**config.mk**
```make
export PLATFORM = sky130hd
export DESIGN_NAME = tlic_top
export DESIGN_NICKNAME = d
export VERILOG_FILES = /design/src/hdl/tlic_pkg.sv /design/src/hdl/tlic_top.sv
export SDC_FILE = /design/constraint.sdc
export NUM_CORES = 1
export LEC_CHECK = 0
export BUFFER_PORTS_ARGS = -buffer_cell sky130_fd_sc_hd__buf_4
export CAP_MARGIN = 20
export CELL_PAD_IN_SITES_DETAIL_PLACEMENT = 1
export CELL_PAD_IN_SITES_GLOBAL_PLACEMENT = 1
export CORE_ASPECT_RATIO = 0.75
export CORE_MARGIN = 2
export CORE_UTILIZATION = 25
export CTS_BUF_LIST = sky130_fd_sc_hd__clkbuf_4
export DETAILED_ROUTE_END_ITERATION = 12
export PLACE_DENSITY = 0.63
export SYNTH_ARGS = -nofsm -noshare
export SYNTH_HDL_FRONTEND = slang
export SYNTH_SLANG_ARGS = --single-unit
export TNS_END_PERCENT = 30
```
**constraint.sdc**
```tcl
create_clock -name MCLK -period 2.5 [get_ports MCLK]
set_clock_uncertainty 0.15 [all_clocks]
set_input_delay 0.25 -clock MCLK [delete_from_list [all_inputs] [get_ports MCLK]]
set_output_delay 0.25 -clock MCLK [all_outputs]
set_load 0.03 [all_outputs]
```
**src/hdl/tlic_pkg.sv**
```systemverilog
// Constants and types for the two-level interrupt controller.
// Assumes an 8-bit special-function register bus driven by the CPU core.
// Overview of operation
// - Events set pending flags regardless of any enable bit.
// - Enabled pending source raises request; long call at instruction end.
// - Return-from-interrupt resumes where the program was interrupted.
// - Source with individual enable clear never raises a request.
// - Global enable bit 7 must be one for any individual enable to count.
// - Flags set while globally disabled stay pending and are served later.
// - External 0/1 and timer 0/1 flags clear on vectoring; others by software.
// - Flag still set after return causes new request after one instruction.
// - Fifteen sources; software setting a flag acts like a hardware event.
// - Several flags may share one source and vector; any raises it.
// - Vectors: reset 0x0000, order n at 0x0003 plus eight times n.
// - Enable bits: base register 0-6, extended register 0-7 by order.
// - One priority bit per source at its enable position; one is high.
// - After reset all sources are low priority.
// - High may preempt low routine; nothing preempts a high routine.
// - Higher level first, then lowest fixed order number.
// - Requests decoded every cycle; fastest response 1 detect plus 4 call.
// - After return, one instruction runs before the pending call, or two if the first takes a single cycle.
// - Worst case 18 cycles: detect, return, divide, call.
// - Equal or lower requests wait for routine end plus one instruction.
// - Priority register bit 7 reads one, ignores writes; resets 0x80.
// - Enable register resets to zero; everything starts disabled.

`default_nettype none

package tlic_pkg;

	localparam int NUM_SRC = 15;
	localparam int NUM_FLAG = 23;

	// Register addresses in direct space
	localparam logic [7:0] ADDR_IRQ_ENABLE = 8'hA8;
	localparam logic [7:0] ADDR_IRQ_PRIORITY = 8'hB8;
	localparam logic [7:0] ADDR_EXT_IRQ_ENABLE = 8'hE6;
	localparam logic [7:0] ADDR_EXT_IRQ_PRIORITY = 8'hF6;

	localparam logic [7:0] RST_IRQ_ENABLE = 8'h00;
	localparam logic [7:0] RST_IRQ_PRIORITY = 8'h80;
	localparam logic [7:0] RST_EXT_IRQ_ENABLE = 8'h00;
	localparam logic [7:0] RST_EXT_IRQ_PRIORITY = 8'h00;
	localparam int GLOBAL_IRQ_ENABLE_BIT = 7;
	localparam int PRIO_UNUSED_BIT = 7;

	localparam logic [15:0] RESET_VECTOR = 16'h0000;
	localparam logic [15:0] VECTOR_BASE = 16'h0003;
	localparam logic [15:0] VECTOR_STEP = 16'h0008;

	// Cycles the core spends on the long call; issue is blocked meanwhile
	localparam logic [2:0] LONG_CALL_CYCLES = 3'h4;

	// Pending flag positions
	localparam int F_EXT0 = 0;
	localparam int F_TMR0 = 1;
	localparam int F_EXT1 = 2;
	localparam int F_TMR1 = 3;
	localparam int F_UART_RX = 4;
	localparam int F_UART_TX = 5;
	localparam int F_TMR2_HI = 6;
	localparam int F_TMR2_LO = 7;
	localparam int F_SPI_DONE = 8;
	localparam int F_SPI_RXOVR = 11;
	localparam int F_ADC_WIN = 12;
	localparam int F_ADC_CONV = 13;
	localparam int F_PCA_OVF = 14;
	localparam int F_PCA_CAP2 = 17;
	localparam int F_CMP_FALL = 18;
	localparam int F_CMP_RISE = 19;
	localparam int F_LIN = 20;
	localparam int F_REG_DROP = 21;
	localparam int F_PORT_MATCH = 22;

	// Sources below this order have their flag auto-cleared on vectoring
	localparam int AUTO_CLEAR_SRCS = 4;

	typedef struct packed {
		logic wr;
		logic [7:0] addr;
		logic [7:0] wdata;
	} tlic_sfr_req_type;

	typedef struct packed {
		logic go;
		logic high;
		logic [15:0] vector;
	} tlic_call_type;

	typedef enum logic [1:0] {
		SVC_IDLE,
		SVC_LOW,
		SVC_HIGH,
		SVC_HIGH_OVER_LOW
	} tlic_svc_type;

endpackage

`default_nettype wire

```
**src/hdl/tlic_top.sv**
```systemverilog
// Two-level interrupt controller between peripheral flags and the CPU.
// Assumes the core pulses INSTR_END as each instruction completes,
// with RETURN_FROM_INTERRUPT_END alongside when that instruction was a return.

`default_nettype none

module tlic_top #(
	parameter int NUM_SRC = tlic_pkg::NUM_SRC,
	parameter int NUM_FLAG = tlic_pkg::NUM_FLAG
) (
	input wire logic MCLK,
	input wire logic RST,
	input wire tlic_pkg::tlic_sfr_req_type SFR_REQ,
	output logic [7:0] SFR_RDATA,
	input wire logic [NUM_FLAG-1:0] FLAG_HW_SET,
	input wire logic [NUM_FLAG-1:0] FLAG_SW_SET,
	input wire logic [NUM_FLAG-1:0] FLAG_SW_CLR,
	output logic [NUM_FLAG-1:0] PENDING_FLAGS,
	input wire logic INSTR_END,
	input wire logic RETURN_FROM_INTERRUPT_END,
	output logic IRQ_PENDING,
	output tlic_pkg::tlic_call_type LONG_CALL,
	output tlic_pkg::tlic_svc_type SERVICE_STATE
);

	////////////////////////////////////////////////////////////////////////
	// Elaboration checks

	if (NUM_SRC != tlic_pkg::NUM_SRC)
	begin : g_bad_src
		$error("Source count is fixed by the enable register layout");
	end
	if (NUM_FLAG != tlic_pkg::NUM_FLAG)
	begin : g_bad_flag
		$error("Flag count is fixed by the source grouping");
	end

	////////////////////////////////////////////////////////////////////////
	// Functions

	// Several flags funnel into one source
	function automatic logic [14:0] group_flags(input logic [22:0] f);
		logic [14:0] s;
		s = '0;
		s[0] = f[tlic_pkg::F_EXT0];
		s[1] = f[tlic_pkg::F_TMR0];
		s[2] = f[tlic_pkg::F_EXT1];
		s[3] = f[tlic_pkg::F_TMR1];
		s[4] = f[tlic_pkg::F_UART_RX] | f[tlic_pkg::F_UART_TX];
		s[5] = f[tlic_pkg::F_TMR2_HI] | f[tlic_pkg::F_TMR2_LO];
		s[6] = |f[tlic_pkg::F_SPI_RXOVR:tlic_pkg::F_SPI_DONE];
		s[7] = f[tlic_pkg::F_ADC_WIN];
		s[8] = f[tlic_pkg::F_ADC_CONV];
		s[9] = |f[tlic_pkg::F_PCA_CAP2:tlic_pkg::F_PCA_OVF];
		s[10] = f[tlic_pkg::F_CMP_FALL];
		s[11] = f[tlic_pkg::F_CMP_RISE];
		s[12] = f[tlic_pkg::F_LIN];
		s[13] = f[tlic_pkg::F_REG_DROP];
		s[14] = f[tlic_pkg::F_PORT_MATCH];
		return s;
	endfunction

	// Lowest order number wins within one level
	function automatic logic [3:0] first_set(input logic [14:0] v);
		logic [3:0] idx;
		idx = 4'hF;
		for (int i = 14; i >= 0; i--)
		begin
			if (v[i])
			begin
				idx = 4'(i);
			end
		end
		return idx;
	endfunction

	function automatic logic [15:0] vector_of(input logic [3:0] idx);
		logic [15:0] off;
		off = 16'(idx) * tlic_pkg::VECTOR_STEP;
		return tlic_pkg::VECTOR_BASE + off;
	endfunction

	////////////////////////////////////////////////////////////////////////
	// Declarations

	logic [7:0] irq_enable_q;
	logic [6:0] irq_priority_q;
	logic [7:0] ext_irq_enable_q;
	logic [7:0] ext_irq_priority_q;
	logic [22:0] flags_q;
	logic [22:0] flags_d;
	logic [7:0] rdata_d;
	logic [14:0] src_pending;
	logic [14:0] src_enable;
	logic [14:0] src_high;
	logic [14:0] armed;
	logic [14:0] req_high;
	logic [14:0] req_low;
	logic req_d;
	logic win_high_d;
	logic [3:0] win_idx_d;
	logic req_q;
	logic win_high_q;
	logic [3:0] win_idx_q;
	logic [2:0] call_cnt_q;
	logic issue;
	tlic_pkg::tlic_svc_type svc_q;

	////////////////////////////////////////////////////////////////////////
	// Register file

	always_ff @(posedge MCLK)
	begin
		if (RST)
		begin
			irq_enable_q <= tlic_pkg::RST_IRQ_ENABLE;
			ext_irq_enable_q <= tlic_pkg::RST_EXT_IRQ_ENABLE;
		end
		else if (SFR_REQ.wr)
		begin
			if (SFR_REQ.addr == tlic_pkg::ADDR_IRQ_ENABLE)
			begin
				irq_enable_q <= SFR_REQ.wdata;
			end
			if (SFR_REQ.addr == tlic_pkg::ADDR_EXT_IRQ_ENABLE)
			begin
				ext_irq_enable_q <= SFR_REQ.wdata;
			end
		end
	end

	always_ff @(posedge MCLK)
	begin
		if (RST)
		begin
			irq_priority_q <= tlic_pkg::RST_IRQ_PRIORITY[6:0];
			ext_irq_priority_q <= tlic_pkg::RST_EXT_IRQ_PRIORITY;
		end
		else if (SFR_REQ.wr)
		begin
			// Unused top bit has no storage, so writes to it vanish
			if (SFR_REQ.addr == tlic_pkg::ADDR_IRQ_PRIORITY)
			begin
				irq_priority_q <= SFR_REQ.wdata[6:0];
			end
			if (SFR_REQ.addr == tlic_pkg::ADDR_EXT_IRQ_PRIORITY)
			begin
				ext_irq_priority_q <= SFR_REQ.wdata;
			end
		end
	end

	always_comb
	begin
		unique case (SFR_REQ.addr)
			tlic_pkg::ADDR_IRQ_ENABLE: rdata_d = irq_enable_q;
			tlic_pkg::ADDR_IRQ_PRIORITY: rdata_d = {1'b1, irq_priority_q};
			tlic_pkg::ADDR_EXT_IRQ_ENABLE: rdata_d = ext_irq_enable_q;
			tlic_pkg::ADDR_EXT_IRQ_PRIORITY: rdata_d = ext_irq_priority_q;
			default: rdata_d = 8'h00;
		endcase
	end

	// Read data lags the address by one cycle
	always_ff @(posedge MCLK)
	begin
		if (RST)
		begin
			SFR_RDATA <= 8'h00;
		end
		else
		begin
			SFR_RDATA <= rdata_d;
		end
	end

	////////////////////////////////////////////////////////////////////////
	// Pending flags

	always_comb
	begin
		flags_d = flags_q & ~FLAG_SW_CLR;
		// Hardware auto-clear only for the first four sources
		if (issue && (win_idx_q < 4'(tlic_pkg::AUTO_CLEAR_SRCS)))
		begin
			flags_d[win_idx_q] = 1'b0;
		end
		// Sets applied last so a coincident event is never lost
		flags_d = flags_d | FLAG_HW_SET;
		flags_d = flags_d | FLAG_SW_SET;
	end

	always_ff @(posedge MCLK)
	begin
		if (RST)
		begin
			flags_q <= '0;
		end
		else
		begin
			flags_q <= flags_d;
		end
	end

	////////////////////////////////////////////////////////////////////////
	// Masking and arbitration

	always_comb
	begin
		src_pending = group_flags(flags_q);
		src_enable = {ext_irq_enable_q, irq_enable_q[6:0]};
		src_high = {ext_irq_priority_q, irq_priority_q};
		armed = '0;
		if (irq_enable_q[tlic_pkg::GLOBAL_IRQ_ENABLE_BIT])
		begin
			armed = src_pending & src_enable;
		end
		req_high = armed & src_high;
		req_low = armed & ~src_high;
		req_d = 1'b0;
		win_high_d = 1'b0;
		win_idx_d = 4'hF;
		unique case (svc_q)
			// Nothing preempts a high routine
			tlic_pkg::SVC_HIGH, tlic_pkg::SVC_HIGH_OVER_LOW: req_d = 1'b0;
			tlic_pkg::SVC_LOW:
			begin
				req_d = |req_high;
				win_high_d = 1'b1;
				win_idx_d = first_set(req_high);
			end
			tlic_pkg::SVC_IDLE:
			begin
				req_d = |armed;
				win_high_d = |req_high;
				win_idx_d = (|req_high) ? first_set(req_high) : first_set(req_low);
			end
		endcase
	end

	// One cycle of detect, decoded afresh every clock
	always_ff @(posedge MCLK)
	begin
		if (RST)
		begin
			req_q <= 1'b0;
			win_high_q <= 1'b0;
			win_idx_q <= 4'hF;
		end
		else
		begin
			req_q <= req_d;
			win_high_q <= win_high_d;
			win_idx_q <= win_idx_d;
		end
	end

	////////////////////////////////////////////////////////////////////////
	// Call issue and service nesting

	// A return boundary never issues, so one more instruction always runs
	assign issue = req_q && INSTR_END && !RETURN_FROM_INTERRUPT_END && (call_cnt_q == 3'h0);

	always_ff @(posedge MCLK)
	begin
		if (RST)
		begin
			call_cnt_q <= 3'h0;
		end
		else if (issue)
		begin
			call_cnt_q <= tlic_pkg::LONG_CALL_CYCLES;
		end
		else if (call_cnt_q != 3'h0)
		begin
			call_cnt_q <= call_cnt_q - 3'h1;
		end
	end

	always_ff @(posedge MCLK)
	begin
		if (RST)
		begin
			LONG_CALL.go <= 1'b0;
			LONG_CALL.high <= 1'b0;
			// Reset overrides everything and always targets its own vector
			LONG_CALL.vector <= tlic_pkg::RESET_VECTOR;
		end
		else
		begin
			LONG_CALL.go <= issue;
			if (issue)
			begin
				LONG_CALL.high <= win_high_q;
				LONG_CALL.vector <= vector_of(win_idx_q);
			end
		end
	end

	// The core returns to its own saved address; only the level unwinds
	always_ff @(posedge MCLK)
	begin
		if (RST)
		begin
			svc_q <= tlic_pkg::SVC_IDLE;
		end
		else if (issue)
		begin
			unique case (svc_q)
				tlic_pkg::SVC_IDLE:
					svc_q <= win_high_q ? tlic_pkg::SVC_HIGH : tlic_pkg::SVC_LOW;
				tlic_pkg::SVC_LOW: svc_q <= tlic_pkg::SVC_HIGH_OVER_LOW;
				tlic_pkg::SVC_HIGH, tlic_pkg::SVC_HIGH_OVER_LOW: svc_q <= svc_q;
			endcase
		end
		else if (INSTR_END && RETURN_FROM_INTERRUPT_END)
		begin
			unique case (svc_q)
				tlic_pkg::SVC_HIGH_OVER_LOW: svc_q <= tlic_pkg::SVC_LOW;
				tlic_pkg::SVC_HIGH, tlic_pkg::SVC_LOW: svc_q <= tlic_pkg::SVC_IDLE;
				tlic_pkg::SVC_IDLE: svc_q <= tlic_pkg::SVC_IDLE;
			endcase
		end
	end

	////////////////////////////////////////////////////////////////////////
	// Status outputs

	always_ff @(posedge MCLK)
	begin
		if (RST)
		begin
			PENDING_FLAGS <= '0;
			IRQ_PENDING <= 1'b0;
			SERVICE_STATE <= tlic_pkg::SVC_IDLE;
		end
		else
		begin
			PENDING_FLAGS <= flags_d;
			IRQ_PENDING <= req_d;
			SERVICE_STATE <= svc_q;
		end
	end

endmodule

`default_nettype wire
```
-- Word level (Yosys, flattened, before mapping)
Index checks and enable logic that the tools add are counted.
- bits in registers: 93
- input port bits: 90
- output and inout bits: 52
- logic and storage cells: 111
- $add $sub $neg: 2
- $lt $le $gt $ge: 3
- equal/unequal tests: 8
- mux-type cells: 46
- bitwise operators: 12
- reductions and logical operators: 24
- operators with widths (cell ; count):
    4-bit two-way mux ; 29
    23-bit bitwise AND ; 2
    23-bit bitwise OR ; 2
    15-bit bitwise AND ; 3
    8-bit equality test, second input constant ; 4
    8-bit case mux with 4 select lines ; 1
    15-bit OR reduction ; 2
    23-bit two-way mux ; 1
    16-bit NOT with 23-bit output ; 1
    23-bit NOT ; 1
    15-bit two-way mux ; 1
    15-bit NOT ; 1
    2-bit AND reduction ; 5
    2-bit by 7-bit adder with 8-bit output, first input constant ; 1
    2-bit case mux with 2 select lines ; 2
    4-bit case mux with 2 select lines ; 1
    4-bit OR reduction ; 2
    1-bit logical AND ; 6
    4-bit by 6-bit < comparator with 1-bit output, second input constant ; 1
    2-bit two-way mux ; 3
    3-bit two-way mux ; 2
    1-bit demux with 4-bit select ; 1
    2-bit equality test, second input constant ; 2
    4-bit by 1-bit >= comparator with 1-bit output, second input constant ; 1
    15 further kinds ; 20

-- Depth between registers and ports, before layout
- depth in word-level cells: 21
- mapped depth: 9
- mapped depth without buffers: 8

-- Worst setup path before layout
OpenSTA, ideal clock, no wires.
- kind: reg2reg
- from: register PENDING_FLAGS[9] (netlist name)
- to: register win_idx_q[1]
- setup time: 0.133 ns
- arrival time: 1.718 ns
- data required time: 2.217 ns
- setup slack: 0.499 ns
- stages on the path, launching flop included: 7
- path buffers: 0
- period minus slack after synthesis: 2.001 ns
- cell sequence: dfxtp_1 nor4_4 o21ai_2 nor4_4 nand4b_2 a31oi_1 o31ai_1
- RTL lines (item ; RTL line ; RTL):
    to (signal assigned) ; tlic_top.sv:254 ; win_idx_q <= win_idx_d;
    to (decl) ; tlic_top.sv:104 ; logic [3:0] win_idx_q;

-- Final worst setup path
- from: register call_cnt_q[0]
- to: register PENDING_FLAGS[2]
- longest elaborated chain between the ends: 6
- RTL lines (item ; RTL line ; RTL):
    from (decl) ; tlic_top.sv:105 ; logic [2:0] call_cnt_q;
    from (signal assigned) ; tlic_top.sv:272 ; call_cnt_q <= tlic_pkg::LONG_CALL_CYCLES;
    from (signal assigned) ; tlic_top.sv:276 ; call_cnt_q <= call_cnt_q - 3'h1;
    3-bit zero test ; tlic_top.sv:262 ; assign issue = req_q && INSTR_END && !RETURN_FROM_INTERRUPT_END && (call_cnt_q == 3'h0);
    1-bit logical AND ; tlic_top.sv:262 ;
    1-bit logical AND ; tlic_top.sv:184 ; if (issue && (win_idx_q < 4'(tlic_pkg::AUTO_CLEAR_SRCS)))
    23-bit two-way mux ; tlic_top.sv:184 ;
    23-bit bitwise OR ; tlic_top.sv:189 ; flags_d = flags_d | FLAG_HW_SET;
    23-bit bitwise OR ; tlic_top.sv:190 ; flags_d = flags_d | FLAG_SW_SET;
    to (signal assigned) ; tlic_top.sv:339 ; PENDING_FLAGS <= flags_d;
    to (decl) ; tlic_top.sv:18 ; output logic [NUM_FLAG-1:0] PENDING_FLAGS,
Every way passes these cells.
A chain may end at the register's enable or synchronous reset.

==> results.sh <==
export IMPL_fillers=1801
export IMPL_hold_viol=0
export IMPL_synth_top_family_by_area="simple AND/OR/NAND/NOR gates"
export IMPL_cp_num_buf_inv=1
export IMPL_start_util_pct=25.7
export IMPL_grt_use_total_pct=17.8
export IMPL_yosys_warnings=0
export IMPL_design_die_area_sq_mm=0.0168
export IMPL_max_stage_delay_ns=0.51
export IMPL_post_cts_buffers=0
export IMPL_reg2reg_depth=8
export IMPL_synth_cells=462
export IMPL_synthXorXnorAreaFrac_pct=0.222
export IMPL_path_delay_family="simple AND/OR/NAND/NOR gates"
export IMPL_r2r_setup_slack_ns=0.27
export IMPL_first_pass_iters=4
export IMPL_grt_max_degree=55
export IMPL_slew_headroom_pct=60.3
export IMPL_viasPerCell=4.80
export IMPL_cts_path_max_buffers=2
export IMPL_slowest_stage="or3_1"
export IMPL_drt_iter0_drc=143
export IMPL_root_buffer="clkbuf_4"
export IMPL_netlist_area_sq_mm=0.00394
export IMPL_grt_pass1_vias=4480
export IMPL_worst_pin_slew_ns=0.595
export IMPL_yosys_mux_area_fraction_pct=8.88
export IMPL_synth_top_area_share_pct=41.6
export IMPL_antenna_found_initial=1
export IMPL_fin_cells=881
export IMPL_hold_class="in -> reg"
export IMPL_status="finished, final reports clean"
export IMPL_place_inst=787
export IMPL_finalSetupTns_ns=0
export IMPL_power_mw=2.96
export IMPL_worstReg2RegEnd="PENDING_FLAGS[2]"
export IMPL_syn2layout_area_growth_pct=54.6
export IMPL_rows=39
export IMPL_cap_viol_max_count=0
export IMPL_leakage_nw=2.59
export IMPL_synth_cell_types=59
export IMPL_drive_gt1_share_pct=25.0
export IMPL_rsz0062_at_grt="false"
export IMPL_design_core_area_sq_mm=0.0153
export IMPL_insertion_delay_ns=0.48
export IMPL_vias=4226
export IMPL_wl_microns=14600
export IMPL_post_route_period_util_pct=89.0
export IMPL_synthArstFlopShare_pct=0
export IMPL_critPathLaunch="call_cnt_q[0]"
export IMPL_cts_sinks=82
export IMPL_cellPowerDensity_mw_per_mm2=486
export IMPL_critPathArrivalTime_ns=2.43
export IMPL_path_max_fanout=8
export IMPL_pin_count=142
export IMPL_grt_first_pass_wirelength_microns=23400
export IMPL_cp_endpoint="PENDING_FLAGS[2]"
export IMPL_path_class="reg -> reg"
export IMPL_gp_congestion=0.840
export IMPL_syn_area_per_cell_sq_um=8.54
export IMPL_h_tree_depth=3
export IMPL_grt_overflow_total=0
export IMPL_die_width_microns=149
export IMPL_fp_dieH_microns=113
export IMPL_synth_edf_count=0
export IMPL_r2r_start="call_cnt_q[0]"
export IMPL_clkTransAtPathRegs_ns=0.14
export IMPL_slew_violations=0
export IMPL_end_kind="flop"
export IMPL_synth_simple_gate_area_share_pct=26.3
export IMPL_synthAdderAreaFrac_pct=0.635
export IMPL_ys_seq_area_share_pct=41.6
export IMPL_nets=763
export IMPL_synthFlopType="dfxtp_1"
export IMPL_yosys_register_bits=82
export IMPL_post_route_min_period_ns=2.23
export IMPL_start_kind="flop"
export IMPL_synth_compound_area_share_pct=17.4
export IMPL_post_drt_wl_per_cell_microns=16.5
export IMPL_cp_required_ns=2.70
export IMPL_path_cells="inv_1, ha_1, nand2b_4, or3_1, nor3_4, nand3b_1, a311oi_1, nor2_1"
export IMPL_timing_fmax_mhz=449
export IMPL_cts_tree="done"
export IMPL_cts_buffers=9
export IMPL_peakVddDrop_v=0.000261
export IMPL_synth_largest_area_cell="dfxtp_1"
export IMPL_setup_viol=0
export IMPL_path_depth=8
export IMPL_dp_hpwl_microns=10500
export IMPL_synthTopCellsByArea="dfxtp_1 (42%), mux2i_1 (8.9%), nor2_1 (7.0%)"
export IMPL_port_buffers=131
export IMPL_route_antenna_remaining_nets=0
export IMPL_drc=0
## cells by family after synthesis
logic type               count (synthesis)
AO/OA/AOI/OAI                          107
XOR/XNOR                                 1
adder cells (fa/ha/maj)                  2
buffers and inverters                   36
flip-flops                              82
multiplexers                            35
other                                    1
AND/OR/NAND/NOR                        198
## where the power goes
part / total [mW] / internal [mW] / switching [mW]
registers: 1.41 / 1.36 / 0.0546
logic: 0.559 / 0.298 / 0.261
clock network: 0.996 / 0.512 / 0.484
total: 2.96 / 2.16 / 0.800
## state kept, by name (all words and copies together), names as in the netlist
signal              flops
call_cnt_q              3
ext_irq_enable_q        8
LONG_CALL               7
IRQ_PENDING             1
win_high_q              1
SFR_RDATA               8
SERVICE_STATE           2
ext_irq_priority_q      8
win_idx_q               4
svc_q                   2
irq_priority_q          7
PENDING_FLAGS          23
irq_enable_q            8
## through the flow
stage / utilization (%) / cell area [sq um] / setup WS [ns] / hold slack [ns]
6_report: 39.8 / 6100 / 0.274 / 0.0377
3_5_place_dp: 33.4 / 5120 / 0.252 / 0.310
5_1_grt: 39.8 / 6100 / 0.0160 / 0.0136
3_3_place_gp: 33.4 / 5120 / 0.369 / 0.303
4_1_cts: 39.7 / 6080 / 0.122 / 0.00662
2_1_floorplan: - / 3980 / 0.499 / 0.220
## routing by layer
metal / global-route usage, % / vias up / wire, microns
met3: 5.20 / 14 / 883
met5: 0 / - / 0
li1: - / 2064 / -
met2: 30.2 / 123 / 7090
met1: 22.5 / 2025 / 6430
met4: 3.68 / 0 / 140
## Yosys cell counts (all sizes together) (3+ instances only)
master and count:
a21oi 42, a22oi 5, a31oi 3, buf 22
clkbuf 8, dfxtp 82, inv 6, mux2i 35
nand2 36, nand2b 21, nand3 11, nand3b 5
nand4 14, nand4b 4, nor2 75, nor2b 7
nor3 5, nor3b 4, nor4 4, o2111ai 3
o211ai 4, o21ai 20, o22a 6
## cell type report
type | count | area, sq um | area share (%)
clock inverter | 5 | 104 | 1.70
timing repair buffer | 219 | 1840 | 30.2
inverter | 6 | 22.5 | 0.369
clock buffer | 10 | 75.1 | 1.23
antenna | 1 | 2.50 | 0.0410
tap | 205 | 256 | 4.21
multi-input combinational | 353 | 2160 | 35.4
sequential | 82 | 1640 | 26.9
## worst register-to-register path: stages (launching register included)
cell and delay [ns]:
dfxtp_1 0.35, inv_1 0.08, ha_1 0.22, nand2b_4 0.10, or3_1 0.51, nor3_4 0.25, nand3b_1 0.11, a311oi_1 0.28
nor2_1 0.06
## timing repair
| item | in CTS | in global routing |
|---|---|---|
| gates resized for setup | 0 | 2 |
| setup endpoints to repair | 0 | 2 |
| hold endpoints to repair | 63 | 0 |
| hold buffers | 78 | 0 |
## placed cells by master, fill, tap and decap left out, types with 14 or more instances in the layout
master,n
buf_4,141
dlygate4sd3_1,78
nor2_1,74
nand4_1,14
nand2b_1,20
a21oi_1,42
dfxtp_1,82
o21ai_0,19
mux2i_1,35
nand2_1,36
## how the worst min path moves through the flow
stage,start,to,slack [ns],cells after the start
after floorplan,FLAG_HW_SET[2],PENDING_FLAGS[2],0.22,2
after global placement,LONG_CALL[3],LONG_CALL[3],0.30,2
after detailed placement,win_high_q,LONG_CALL[16],0.31,2
after CTS,SFR_REQ[12],SFR_RDATA[6],0.007,2
after global routing,SFR_REQ[12],SFR_RDATA[6],0.01,2
final,SFR_REQ[12],SFR_RDATA[6],0.04,2
Note: power is estimated with default switching activity, not from simulation.
